===== src/lpg_params.svh =====
`ifndef LPG_PARAMS_SVH
`define LPG_PARAMS_SVH
`define LPG_CLKS_PER_MCYCLE   4'hC
`define LPG_RST_MCYCLES       2'h3
`define LPG_MAX_KBPS_RECOVER  12'h7D0
`define LPG_MAX_KBPS_EXTCLK   12'h960
`endif


===== src/lpg_pkg.sv =====
package lpg_pkg;
    typedef enum logic [1:0] {LPG_ACTIVE, LPG_IDLE, LPG_PDOWN} lpg_mode_t;

    typedef struct packed {
        logic idle_req;
        logic pdown_req;
    } lpg_req_t;

    typedef struct packed {
        logic [11:0] rate_kbps;
        logic        ext_clk;
        logic        manchester;
        logic        half_duplex_req;
    } lpg_link_cfg_t;

    typedef struct packed {
        logic gsc_run;
        logic dma_run;
        logic core_run;
        logic half_duplex;
        logic rate_ok;
        logic reset_hit;
    } lpg_ctrl_t;

    typedef struct packed {
        logic out;
        logic oe;
    } lpg_pin_t;

    typedef struct packed {
        lpg_mode_t   mode;
        logic [3:0]  div;
        logic [1:0]  rst_cnt;
        lpg_ctrl_t   ctrl;
        lpg_pin_t    port4;
    } lpg_state_t;
endpackage


===== src/lpg_power_gate.sv =====
`timescale 1ns/1ps
`default_nettype none
`include "lpg_params.svh"

module lpg_power_gate (
    input  wire logic                  clk_sys,
    input  wire logic                  rst,
    input  wire lpg_pkg::lpg_req_t     mode_req,
    input  wire logic                  irq_pending,
    input  wire logic                  irq_enable,
    input  wire logic                  reset_pin_n,
    input  wire lpg_pkg::lpg_link_cfg_t link_cfg,
    input  wire lpg_pkg::lpg_pin_t     port4_drive,
    output var  lpg_pkg::lpg_mode_t    mode,
    output var  lpg_pkg::lpg_ctrl_t    ctrl,
    output var  lpg_pkg::lpg_pin_t     port4
);
    import lpg_pkg::*;

    lpg_state_t st;
    lpg_state_t next_st;
    logic       mc_tick;
    logic       wake;
    logic       low_power;
    logic [11:0] rate_max;

    // Power-on contents: block awake, port four released to its pull-ups
    localparam lpg_state_t LPG_RST_ST = '{
        mode:    LPG_ACTIVE,
        div:     4'h0,
        rst_cnt: 2'h0,
        ctrl:    '{gsc_run:     1'b1,
                   dma_run:     1'b1,
                   core_run:    1'b1,
                   half_duplex: 1'b0,
                   rate_ok:     1'b0,
                   reset_hit:   1'b0},
        port4:   '{out: 1'b1, oe: 1'b0}
    };

    always_comb
    begin
        next_st   = st;
        mc_tick   = (st.div == `LPG_CLKS_PER_MCYCLE - 4'h1);
        wake      = irq_pending && irq_enable;
        next_st.div = mc_tick ? 4'h0 : st.div + 4'h1;
        next_st.ctrl.reset_hit = 1'b0;
        // Count machine cycles of a low reset pin
        if (reset_pin_n)
        begin
            next_st.rst_cnt = 2'h0;
        end
        else if (mc_tick && st.rst_cnt != `LPG_RST_MCYCLES)
        begin
            next_st.rst_cnt = st.rst_cnt + 2'h1;
        end
        unique case (st.mode)
            LPG_ACTIVE:
            begin
                if (mode_req.pdown_req)
                begin
                    next_st.mode = LPG_PDOWN;
                end
                else if (mode_req.idle_req)
                begin
                    next_st.mode = LPG_IDLE;
                end
            end
            LPG_IDLE:
            begin
                if (wake)
                begin
                    next_st.mode = LPG_ACTIVE;
                end
            end
            LPG_PDOWN:
            begin
                next_st.mode = LPG_PDOWN;
            end
        endcase
        if (st.rst_cnt == `LPG_RST_MCYCLES - 2'h1 && mc_tick && !reset_pin_n)
        begin
            next_st.mode = LPG_ACTIVE;
            next_st.ctrl.reset_hit = 1'b1;
        end
        low_power = (next_st.mode != LPG_ACTIVE);
        next_st.ctrl.core_run = !low_power;
        next_st.ctrl.dma_run  = !low_power;
        next_st.ctrl.gsc_run  = (next_st.mode == LPG_ACTIVE)
                             || (next_st.mode == LPG_IDLE && irq_enable);
        rate_max = link_cfg.ext_clk ? `LPG_MAX_KBPS_EXTCLK : `LPG_MAX_KBPS_RECOVER;
        next_st.ctrl.rate_ok = (link_cfg.rate_kbps <= rate_max);
        next_st.ctrl.half_duplex = link_cfg.manchester || link_cfg.half_duplex_req;
        if (low_power)
        begin
            next_st.port4.out = 1'b1;
            next_st.port4.oe  = 1'b0;
        end
        else
        begin
            next_st.port4 = port4_drive;
        end
    end

    always_ff @(posedge clk_sys)
    begin
        if (rst)
        begin
            st <= LPG_RST_ST;
        end
        else
        begin
            st <= next_st;
        end
    end

    assign mode  = st.mode;
    assign ctrl  = st.ctrl;
    assign port4 = st.port4;
endmodule

`default_nettype wire


===== config.mk =====
export PLATFORM = sky130hd
export DESIGN_NAME = lpg_power_gate
export DESIGN_NICKNAME = d
export VERILOG_FILES = /design/src/lpg_pkg.sv /design/src/lpg_power_gate.sv
export VERILOG_INCLUDE_DIRS = /design/src
export SDC_FILE = /design/constraint.sdc
export NUM_CORES = 1
export LEC_CHECK = 0
export BUFFER_PORTS_ARGS = -buffer_cell sky130_fd_sc_hd__buf_4
export CORE_AREA = 2 2 47 49
export DETAILED_ROUTE_END_ITERATION = 6
export DIE_AREA = 0 0 49 51
export PLACE_DENSITY = 0.81
export SYNTH_ARGS = -nofsm -noshare
export SYNTH_HDL_FRONTEND = slang
export SYNTH_SLANG_ARGS = --single-unit

===== constraint.sdc =====
create_clock -name clk_sys -period 2.1 [get_ports clk_sys]
set_input_delay 0.105 -clock clk_sys [delete_from_list [all_inputs] [get_ports clk_sys]]
set_output_delay 0.105 -clock clk_sys [all_outputs]
set_load 0.005 [all_outputs]

==> results.py, run 1 <==
metrics = {
    "outcome": {
        "result_of_the_run": "finished clean",
    },
    "layout": {
        "n_antenna_cell": 0,
        "flow.area_growth_from_synthesis_pct": 27.1,
        "layout-drive-gt1-share": 0.322,
        "final_core_utilization": 0.538,
        "layout.nets": 157,
    },
    "clock_tree": {
        "ctsResizeCount": 0,
        "cts_root_buffer": "sky130_fd_sc_hd__clkbuf_4",
        "cts_buffers": 3,
        "htree_levels": 1,
        "cts_tree": "yes",
        "numClockSinks": 15,
        "post_cts_buffers": 0,
        "worstSkewPairLatency_ps": 280,
        "cts_max_path_buffers": 2,
        "path_clk_slew_ps": 80,
    },
    "die": {
        "row_count": 17,
        "dieArea_sq_mm": 0.00250,
        "die_height_um": 51,
        "initial_core_utilization": 0.423,
        "die_w_um": 49,
        "design.portCount": 34,
        "fp.coreArea_sq_mm": 0.00206,
    },
    "synth": {
        "synth-edff-count": 0,
        "synth_top_area_share": 0.344,
        "synth_top_flop_cell": "sky130_fd_sc_hd__dfxtp_1",
        "yosysTopAreaCell": "sky130_fd_sc_hd__dfxtp_1",
        "cell_types_with_the_largest_area_share_after_synthesis": "sky130_fd_sc_hd__dfxtp_1, sky130_fd_sc_hd__ha_1, sky130_fd_sc_hd__buf_4, sky130_fd_sc_hd__nor2_1, sky130_fd_sc_hd__inv_1",
        "synth.lib_cells_used.distinct": 33,
        "postSynthRegisterBits": 15,
        "synth-seq-area-share": 0.344,
        "mappedNetlistNets": 130,
        "synth.yosys.warnings": 0,
        "synth_cells": 95,
        "synth_area_sq_um": 873,
        "synth.top_cells.by_count": "sky130_fd_sc_hd__dfxtp_1, sky130_fd_sc_hd__ha_1, sky130_fd_sc_hd__buf_4, sky130_fd_sc_hd__nor2_1, sky130_fd_sc_hd__inv_1",
        "synth.avg_cell_area_sq_um": 9.19,
        "async_reset_ff_frac": 0,
        "yosysMostFrequentCell": "sky130_fd_sc_hd__dfxtp_1",
    },
    "pwr": {
        "power-per-cell-area_mw_per_mm2": 571,
        "static-leakage-power_uw": 0.000503,
        "peakVddDrop_mv": 0.293,
        "power_uw": 634,
    },
    "sta": {
        "timing.final.ws_setup_ps": 531,
        "setup_viol": 0,
        "min_period_ps": 1570,
        "clock.fmax_mhz": 637,
        "grt_setup_unrepaired": "false",
        "fin_crit_sh": 0.747,
        "clock_skew_ps": 2.04,
        "tightestPinTransition_ps": 349,
        "maxSlewViolCount": 0,
        "fin_tns_setup_ps": 0,
        "max-slew-margin-rel": 0.761,
        "hold_violations": 0,
    },
    "critical_path": {
        "slowest_delay_ps": 400,
        "timing.critical_path.max_delay_family": "compound AO/OA/AOI/OAI gates",
        "timing.critical_path.depth": 5,
        "worstPathCellList": "inv_1, ha_1, nand3b_1, o22ai_1, a32oi_1",
        "worst_ep_required_time_ps": 2250,
        "worstSetupStartpointType": "flip-flop",
        "worst-path-buf-inv": 1,
        "worst-endpoint-arrival_ps": 1720,
        "critical-path-slowest-cell": "sky130_fd_sc_hd__dfxtp_1",
        "r2r_cells": 5,
        "critical_path_type": "reg -> reg",
        "worst_setup_path_end_kind": "flip-flop",
        "critical_path.max_fanout": 5,
    },
    "placement": {
        "hpwlAfterDp_mm": 1.38,
        "port-buffer-count": 33,
        "place_congestion": 0.750,
        "preCtsSetupSlack_ps": 445,
    },
    "grt": {
        "grt_start_max_net_pins": 17,
        "grt_overflow": 0,
        "antenna_found_initial": 0,
        "grt.total_usage": 0.155,
        "first_pass_grt_wire_length_mm": 2.94,
        "grt_pass1_vias": 768,
    },
    "hold_path": {
        "hp-class": "in -> reg",
        "hold_path_depth": 3,
    },
    "detailed_routing": {
        "remaining_drc_errors": 0,
        "vias": 754,
        "drt.antenna.violating_nets": 0,
        "routed_wirelength_mm": 1.66,
        "first_iter_violations": 1,
        "post_drt_wl_per_cell_um": 11.1,
        "drt-pass1-iter-count": 3,
        "avgViaCountPerCell": 5.06,
    },
    "run": {
        "max_cap_violations": 0,
    },
}
-- routing by layer --
metal / routed length, um / vias to the layer above / track usage / share of wire
li1: - / 382 / - / -
met1: 601 / 335 / 0.140 / 0.36
met2: 882 / 33 / 0.315 / 0.53
met3: 123 / 4 / 0.0292 / 0.074
met4: 48 / 0 / 0.100 / 0.029
met5: 0 / - / 0 / 0
-- worst paths after layout --
path,start,endpoint,slack (ps)
max,mode[0],ctrl[5],530
min,link_cfg[1],ctrl[2],30
max reg2reg,mode[0],ctrl[5],530
min reg2reg,st[10],st[10],480
-- cell type report --
class | count | area, sq um
Clock buffer | 4 | 26.3
Tap cell | 28 | 35.0
Inverter | 6 | 22.5
Fill cell | 212 | 953
Multi-Input combinational cell | 62 | 468
Sequential cell | 15 | 300
Timing Repair Buffer | 34 | 258
-- cell families after synthesis --
| logic type | count (synthesis) | share of synthesized area |
|---|---|---|
| xor+xnor | 1 | 0.0100 |
| fa+ha+maj | 11 | 0.158 |
| mux | 1 | 0.0115 |
| buf+inv | 18 | 0.120 |
| simple gates | 34 | 0.235 |
| compound gates | 15 | 0.122 |
| flops | 15 | 0.344 |
-- registers in the layout, indices dropped and copies added, names as in the netlist --
register / flops
st: 6
ctrl: 5
mode: 2
port4: 2
-- tightest hold or removal path, stage by stage --
cell	delay [ps]
sky130_fd_sc_hd__buf_4	80
sky130_fd_sc_hd__nor2_1	30
sky130_fd_sc_hd__nor2_1	60
-- stage by stage --
| stage | instance area (sq um) | cells | hold slack [ps] |
|---|---|---|---|
| 2_1_floorplan | 873 | 95 | 182 |
| 3_3_place_gp | 1070 | 144 | 292 |
| 3_5_place_dp | 1070 | 144 | 299 |
| 4_1_cts | 1110 | 149 | 21.3 |
| 5_1_grt | 1110 | 149 | 49.9 |
| 6_report | 1110 | 149 | 26.3 |
-- layout by cell type, fill, tap and decap left out, types with 2 or more instances in the layout --
master                      n
sky130_fd_sc_hd__or3b_2     2
sky130_fd_sc_hd__o41ai_1    2
sky130_fd_sc_hd__nand2b_1   2
sky130_fd_sc_hd__buf_4     33
sky130_fd_sc_hd__nor2_1    10
sky130_fd_sc_hd__nor2b_1    3
sky130_fd_sc_hd__and3b_1    2
sky130_fd_sc_hd__a21oi_1    4
sky130_fd_sc_hd__nand2_1    2
sky130_fd_sc_hd__nor3_1     2
sky130_fd_sc_hd__inv_1      6
sky130_fd_sc_hd__o21ai_0    2
sky130_fd_sc_hd__and2_1     3
sky130_fd_sc_hd__ha_1      11
sky130_fd_sc_hd__dfxtp_1   15
sky130_fd_sc_hd__clkbuf_4   3
-- report_power, final --
group / leakage, uW / internal, uW / switching (uW)
logic: 0.000365 / 92.6 / 61.2
registers: 0.000124 / 308 / 12.8
clock network: 0.0000150 / 73.7 / 85.7
total: 0.000503 / 474 / 160
-- what timing repair did --
item	CTS	global route
hold buffers	1	0
hold endpoints to repair	1	0
setup endpoints to repair	0	0
Note: power is estimated with default switching activity, not from simulation.
==> inputs of run 2 (changes only) <==
--- a/config.mk
+++ b/config.mk
@@ -7,10 +7,10 @@
 export NUM_CORES = 1
 export LEC_CHECK = 0
 export BUFFER_PORTS_ARGS = -buffer_cell sky130_fd_sc_hd__buf_4
-export CORE_AREA = 2 2 47 49
+export CORE_AREA = 2 2 49 51
 export DETAILED_ROUTE_END_ITERATION = 6
-export DIE_AREA = 0 0 49 51
-export PLACE_DENSITY = 0.81
+export DIE_AREA = 0 0 51 53
+export PLACE_DENSITY = 0.79
 export SYNTH_ARGS = -nofsm -noshare
 export SYNTH_HDL_FRONTEND = slang
 export SYNTH_SLANG_ARGS = --single-unit
==> constraint.sdc (replaced) <==
create_clock -name clk_sys -period 1.4 [get_ports clk_sys]
set_input_delay 0.07 -clock clk_sys [delete_from_list [all_inputs] [get_ports clk_sys]]
set_output_delay 0.07 -clock clk_sys [all_outputs]
set_load 0.005 [all_outputs]
==> run 2 against run 1 <==
Against the previous run: fmax is 12% higher; setup slack worse by 530 ps; first-iteration DRC count grew to 5.0 times the previous value; routed wire length is 7.7% higher; critical path depth stayed put; register-to-register slack lost 530 ps; count of clock-buffer cells in the layout did not move; final cell count up 4.7%.
==> results.py, run 2 (synthesized netlist as in run 1, its figures left out) <==
metrics = {
    "grt": {
        "first_pass_grt_wire_length_mm": 2.93,
        "grt_overflow": 0,
        "grt.total_usage": 0.148,
        "grt_pass1_vias": 790,
        "grt_start_max_net_pins": 16,
        "antenna_found_initial": 0,
    },
    "layout": {
        "fillCellCount": 197,
        "final_core_utilization": 0.567,
        "largest_register": "st",
        "flip_flop_count_of_the_largest_register_all_copies_and_words_added": 6,
        "layout-drive-gt1-share": 0.398,
        "n_antenna_cell": 0,
        "mostFrequentLayoutCell": "sky130_fd_sc_hd__buf_4",
        "multi_input_area_sq_um": 515,
        "layout_common_cells": "sky130_fd_sc_hd__buf_4, sky130_fd_sc_hd__dfxtp_1, sky130_fd_sc_hd__nor2_1, sky130_fd_sc_hd__ha_1, sky130_fd_sc_hd__inv_1",
        "layout.nets": 164,
        "flow.area_growth_from_synthesis_pct": 39.4,
        "final-seq-area_sq_um": 303,
    },
    "die": {
        "fp.coreArea_sq_mm": 0.00215,
        "die_w_um": 51,
        "die_height_um": 53,
        "initial_core_utilization": 0.407,
        "dieArea_sq_mm": 0.00270,
        "row_count": 17,
        "design.portCount": 34,
    },
    "critical_path": {
        "slowest_delay_ps": 390,
        "worst-endpoint-arrival_ps": 1560,
        "worst_setup_path_end_kind": "flip-flop",
        "critical-path-slowest-cell": "sky130_fd_sc_hd__o41a_1",
        "worst-path-buf-inv": 1,
        "worstSetupStartpointType": "flip-flop",
        "worst_ep_required_time_ps": 1560,
        "critical_path.max_fanout": 5,
        "critical_path_type": "reg -> reg",
        "timing.critical_path.max_delay_family": "compound AO/OA/AOI/OAI gates",
        "worstPathCellList": "inv_1, ha_4, nand3b_1, o22ai_2, o41a_1",
    },
    "outcome": {
        "result_of_the_run": "finished clean",
    },
    "detailed_routing": {
        "avgViaCountPerCell": 5.06,
        "first_iter_violations": 5,
        "vias": 790,
        "drt-pass1-iter-count": 4,
        "routed_wirelength_mm": 1.78,
        "drt.antenna.violating_nets": 0,
        "remaining_drc_errors": 0,
        "post_drt_wl_per_cell_um": 11.4,
    },
    "sta": {
        "timing.final.ws_setup_ps": 0.454,
        "clock_skew_ps": 8.61,
        "grt_setup_unrepaired": "true",
        "maxSlewViolCount": 0,
        "hold_violations": 0,
        "min_period_ps": 1400,
        "tightestPinTransition_ps": 249,
        "max-slew-margin-rel": 0.832,
        "setup_viol": 0,
        "clock.fmax_mhz": 715,
        "fin_crit_sh": 1.00,
        "worst_hold_slack_ps": 49.9,
    },
    "run": {
        "max_cap_violations": 0,
    },
    "clock_tree": {
        "htree_levels": 1,
        "numClockSinks": 15,
        "cts_root_buffer": "sky130_fd_sc_hd__clkbuf_4",
        "cts_buffers": 3,
        "cts_max_path_buffers": 2,
        "cts_tree": "yes",
        "worstSkewPairLatency_ps": 280,
        "path_clk_slew_ps": 80,
    },
    "placement": {
        "preCtsSetupSlack_ps": -159,
        "place_congestion": 0.783,
        "hpwlAfterDp_mm": 1.44,
        "port-buffer-count": 33,
    },
    "pwr": {
        "peakVddDrop_mv": 0.425,
        "static-leakage-power_uw": 0.000548,
        "power-per-cell-area_mw_per_mm2": 830,
    },
    "hold_path": {
        "hp-class": "in -> reg",
    },
}
[run 2: cell count changes in the layout (fill, tap and decap cells not counted), moves of 2 or more]
cell	delta
sky130_fd_sc_hd__dfxtp_1	-2
sky130_fd_sc_hd__buf_4	+5
sky130_fd_sc_hd__ha_4	+2
sky130_fd_sc_hd__dlygate4sd3_1	+2
sky130_fd_sc_hd__dfxtp_2	+2
sky130_fd_sc_hd__ha_1	-2
[run 2: what timing repair did]
item | in CTS | in global routing
setup endpoints to repair | 5 | 6
pin swaps | 2 | 0
cloned | 0 | 0
resized for setup | 2 | 6
hold buffers | 3 | 0
endpoints found under the hold margin | 3 | 0
buffers inserted | 0 | 0
[run 2: worst paths after layout]
check | cells past startpoint | slack [ps] | end | start
max | 5 | 0.5 | port4[1] | mode[0]
min | 2 | 50 | port4[1] | port4_drive[1]
max reg2reg | 5 | 0.5 | port4[1] | mode[0]
min reg2reg | 1 | 470 | st[10] | st[10]
[run 2: worst register-to-register path, stage by stage (launching register included)]
cell and delay, ps:
sky130_fd_sc_hd__dfxtp_2 330, sky130_fd_sc_hd__inv_1 60, sky130_fd_sc_hd__ha_4 270, sky130_fd_sc_hd__nand3b_1 130
sky130_fd_sc_hd__o22ai_2 120, sky130_fd_sc_hd__o41a_1 390
[run 2: where the power goes]
group / internal, uW / switching (uW) / total [uW]
Clock: 111 / 133 / 244
Combinational: 173 / 107 / 280
Sequential: 463 / 23.6 / 487
Total: 747 / 264 / 1010
[run 2: layout make-up]
type / instances / share of cell area
clock buffers: 4 / 0.0216
inverters: 6 / 0.0185
multi-input cells: 62 / 0.423
flip-flops and latches: 15 / 0.249
well taps: 28 / 0.0288
repair buffers: 41 / 0.259
[run 2: stage by stage]
step | area, sq um | cells | TNS, ps | total power (uW)
6_report | 1220 | 156 | 0 | 1010
3_5_place_dp | 1110 | 149 | -330 | 750
4_1_cts | 1190 | 156 | 0 | 1010
2_1_floorplan | 877 | 95 | 0 | 640
3_3_place_gp | 1110 | 149 | -126 | 737
5_1_grt | 1220 | 156 | -92.2 | 1070
[run 2: metal layers]
metal	vias to the layer above	routed length, um	GRT usage
met5	-	0	0
met4	0	74	0.126
met3	7	126	0.0169
met2	37	928	0.286
met1	351	654	0.138
li1	395	-	-
==> inputs of run 3 (changes only) <==
--- a/config.mk
+++ b/config.mk
@@ -8,6 +8,7 @@
 export LEC_CHECK = 0
 export BUFFER_PORTS_ARGS = -buffer_cell sky130_fd_sc_hd__buf_4
 export CORE_AREA = 2 2 49 51
+export CTS_BUF_LIST = sky130_fd_sc_hd__clkbuf_16
 export DETAILED_ROUTE_END_ITERATION = 6
 export DIE_AREA = 0 0 51 53
 export PLACE_DENSITY = 0.79
==> run 3 against run 2 <==
Against the previous run: critical path depth stayed put; combinational power shrank 3%; worst hold slack got worse by 42 ps; register-to-register slack better by 20 ps; first-iteration DRC count is 20% higher; utilization is 0.41 points higher; sequential power barely moved; final area up 0.72%; highest routed layer unchanged; clock power grew 120%; final cell count fell by 1.9%; sequential share of layout area is 0.18 points lower.
==> results.py, run 3 (synthesized netlist as in run 1, its figures left out) <==
metrics = {
    "outcome": {
        "result_of_the_run": "finished clean",
    },
    "clock_tree": {
        "cts_buffers": 3,
        "cts_max_path_buffers": 2,
        "holdBufCountCts": 0,
        "worstSkewPairLatency_ps": 240,
        "cts_tree": "yes",
        "numClockSinks": 15,
        "htree_levels": 1,
        "cts_root_buffer": "sky130_fd_sc_hd__clkbuf_16",
        "path_clk_slew_ps": 40,
    },
    "critical_path": {
        "worst_setup_path_end_kind": "flip-flop",
        "critical_path.max_fanout": 5,
        "critical_path_type": "reg -> reg",
        "worst-endpoint-arrival_ps": 1510,
        "worstSetupStartpointType": "flip-flop",
        "worst_ep_required_time_ps": 1520,
    },
    "grt": {
        "grt_pass1_vias": 827,
        "grt_overflow": 0,
        "antenna_found_initial": 0,
        "grt_start_max_net_pins": 16,
        "grt.total_usage": 0.157,
        "first_pass_grt_wire_length_mm": 3.09,
    },
    "layout": {
        "layout.nets": 161,
        "fillCellCount": 192,
        "final_area_sq_mm": 0.00123,
        "mostFrequentLayoutCell": "sky130_fd_sc_hd__buf_4",
        "flow.area_growth_from_synthesis_pct": 40.4,
        "largest_register": "st",
        "flip_flop_count_of_the_largest_register_all_copies_and_words_added": 6,
        "final_cells": 153,
        "layout_common_cells": "sky130_fd_sc_hd__buf_4, sky130_fd_sc_hd__dfxtp_1, sky130_fd_sc_hd__nor2_1, sky130_fd_sc_hd__ha_1, sky130_fd_sc_hd__inv_1",
        "n_antenna_cell": 0,
        "layout-drive-gt1-share": 0.408,
        "multi_input_area_sq_um": 502,
        "final-seq-area_sq_um": 303,
    },
    "placement": {
        "preCtsSetupSlack_ps": -159,
        "placed_cells_incl_taps": 149,
        "hpwlAfterDp_mm": 1.44,
        "postPlaceCellArea_sq_mm": 0.00111,
        "place_congestion": 0.783,
        "port-buffer-count": 33,
    },
    "sta": {
        "timing.final.ws_setup_ps": 16.6,
        "min_period_ps": 1380,
        "grt_setup_unrepaired": "true",
        "worst_hold_slack_ps": 7.46,
        "clock.fmax_mhz": 723,
        "tightestPinTransition_ps": 343,
        "setup_viol": 0,
        "hold_violations": 0,
        "max-slew-margin-rel": 0.771,
        "fin_tns_setup_ps": 0,
        "fin_crit_sh": 0.988,
        "maxSlewViolCount": 0,
        "clock_skew_ps": 1.71,
    },
    "detailed_routing": {
        "remaining_drc_errors": 0,
        "drt-pass1-iter-count": 4,
        "drt.antenna.violating_nets": 0,
        "dr_wl_met2_um": 949,
        "avgViaCountPerCell": 5.11,
        "post_drt_wl_per_cell_um": 11.8,
        "routedLengthMet1_um": 653,
        "wl_met3_um": 138,
        "vias": 782,
        "routed_wirelength_mm": 1.81,
        "first_iter_violations": 6,
        "highest-signal-layer": "met4",
    },
    "die": {
        "dieArea_sq_mm": 0.00270,
        "row_count": 17,
        "initial_core_utilization": 0.407,
        "die_w_um": 51,
        "design.portCount": 34,
        "die_height_um": 53,
        "fp.coreArea_sq_mm": 0.00215,
    },
    "pwr": {
        "peakVddDrop_mv": 0.487,
        "static-leakage-power_uw": 0.000554,
        "power-per-cell-area_mw_per_mm2": 1050,
    },
    "hold_path": {
        "hp-class": "in -> reg",
    },
    "run": {
        "max_cap_violations": 0,
    },
}
==> run 3: worst max-delay path, cell delays in order (launching register included) <==
cell and delay [ps]:
sky130_fd_sc_hd__dfxtp_2 320, sky130_fd_sc_hd__inv_1 60, sky130_fd_sc_hd__ha_4 270, sky130_fd_sc_hd__nand3b_1 130
sky130_fd_sc_hd__o22ai_2 120, sky130_fd_sc_hd__o41a_1 380
==> run 3: path summary, 6_finish.rpt <==
path,start,end,slack (ps),cells after the start
worst max-delay path,mode[0],port4[1],20,5
worst min-delay path,reset_pin_n,st[9],7,2
worst max register to register,mode[0],port4[1],20,5
worst min register to register,st[10],st[10],450,1
==> run 3: what timing repair did <==
action,in CTS,in global routing
setup buffers,0,0
pin swaps,1,1
endpoints found under the setup margin,5,7
resized for setup,2,5
==> run 3: power by group <==
group,switching [uW],internal [uW],leakage [uW]
Sequential,22.0,466,0.000124
Clock,156,376,0.0000423
Combinational,105,165,0.000388
Total,284,1010,0.000554
==> run 3: per-stage QoR <==
stage,util,power [uW]
2_1_floorplan,-,640
3_3_place_gp,0.519,737
3_5_place_dp,0.519,750
4_1_cts,0.564,1310
5_1_grt,0.571,1360
6_report,0.571,1290
==> run 3: final cells by class <==
class	instances	share of cell area
tap	28	0.0286
sequential	15	0.247
multi-input combinational	62	0.409
clock inverter	1	0.00306
timing repair buffer	38	0.233
inverter	6	0.0184
clock buffer	3	0.0612
==> run 3: routing by layer <==
layer | vias to the layer above | global-route usage
li1 | 389 | -
met1 | 349 | 0.138
met2 | 37 | 0.312
met3 | 7 | 0.0254
met4 | 0 | 0.122
met5 | - | 0
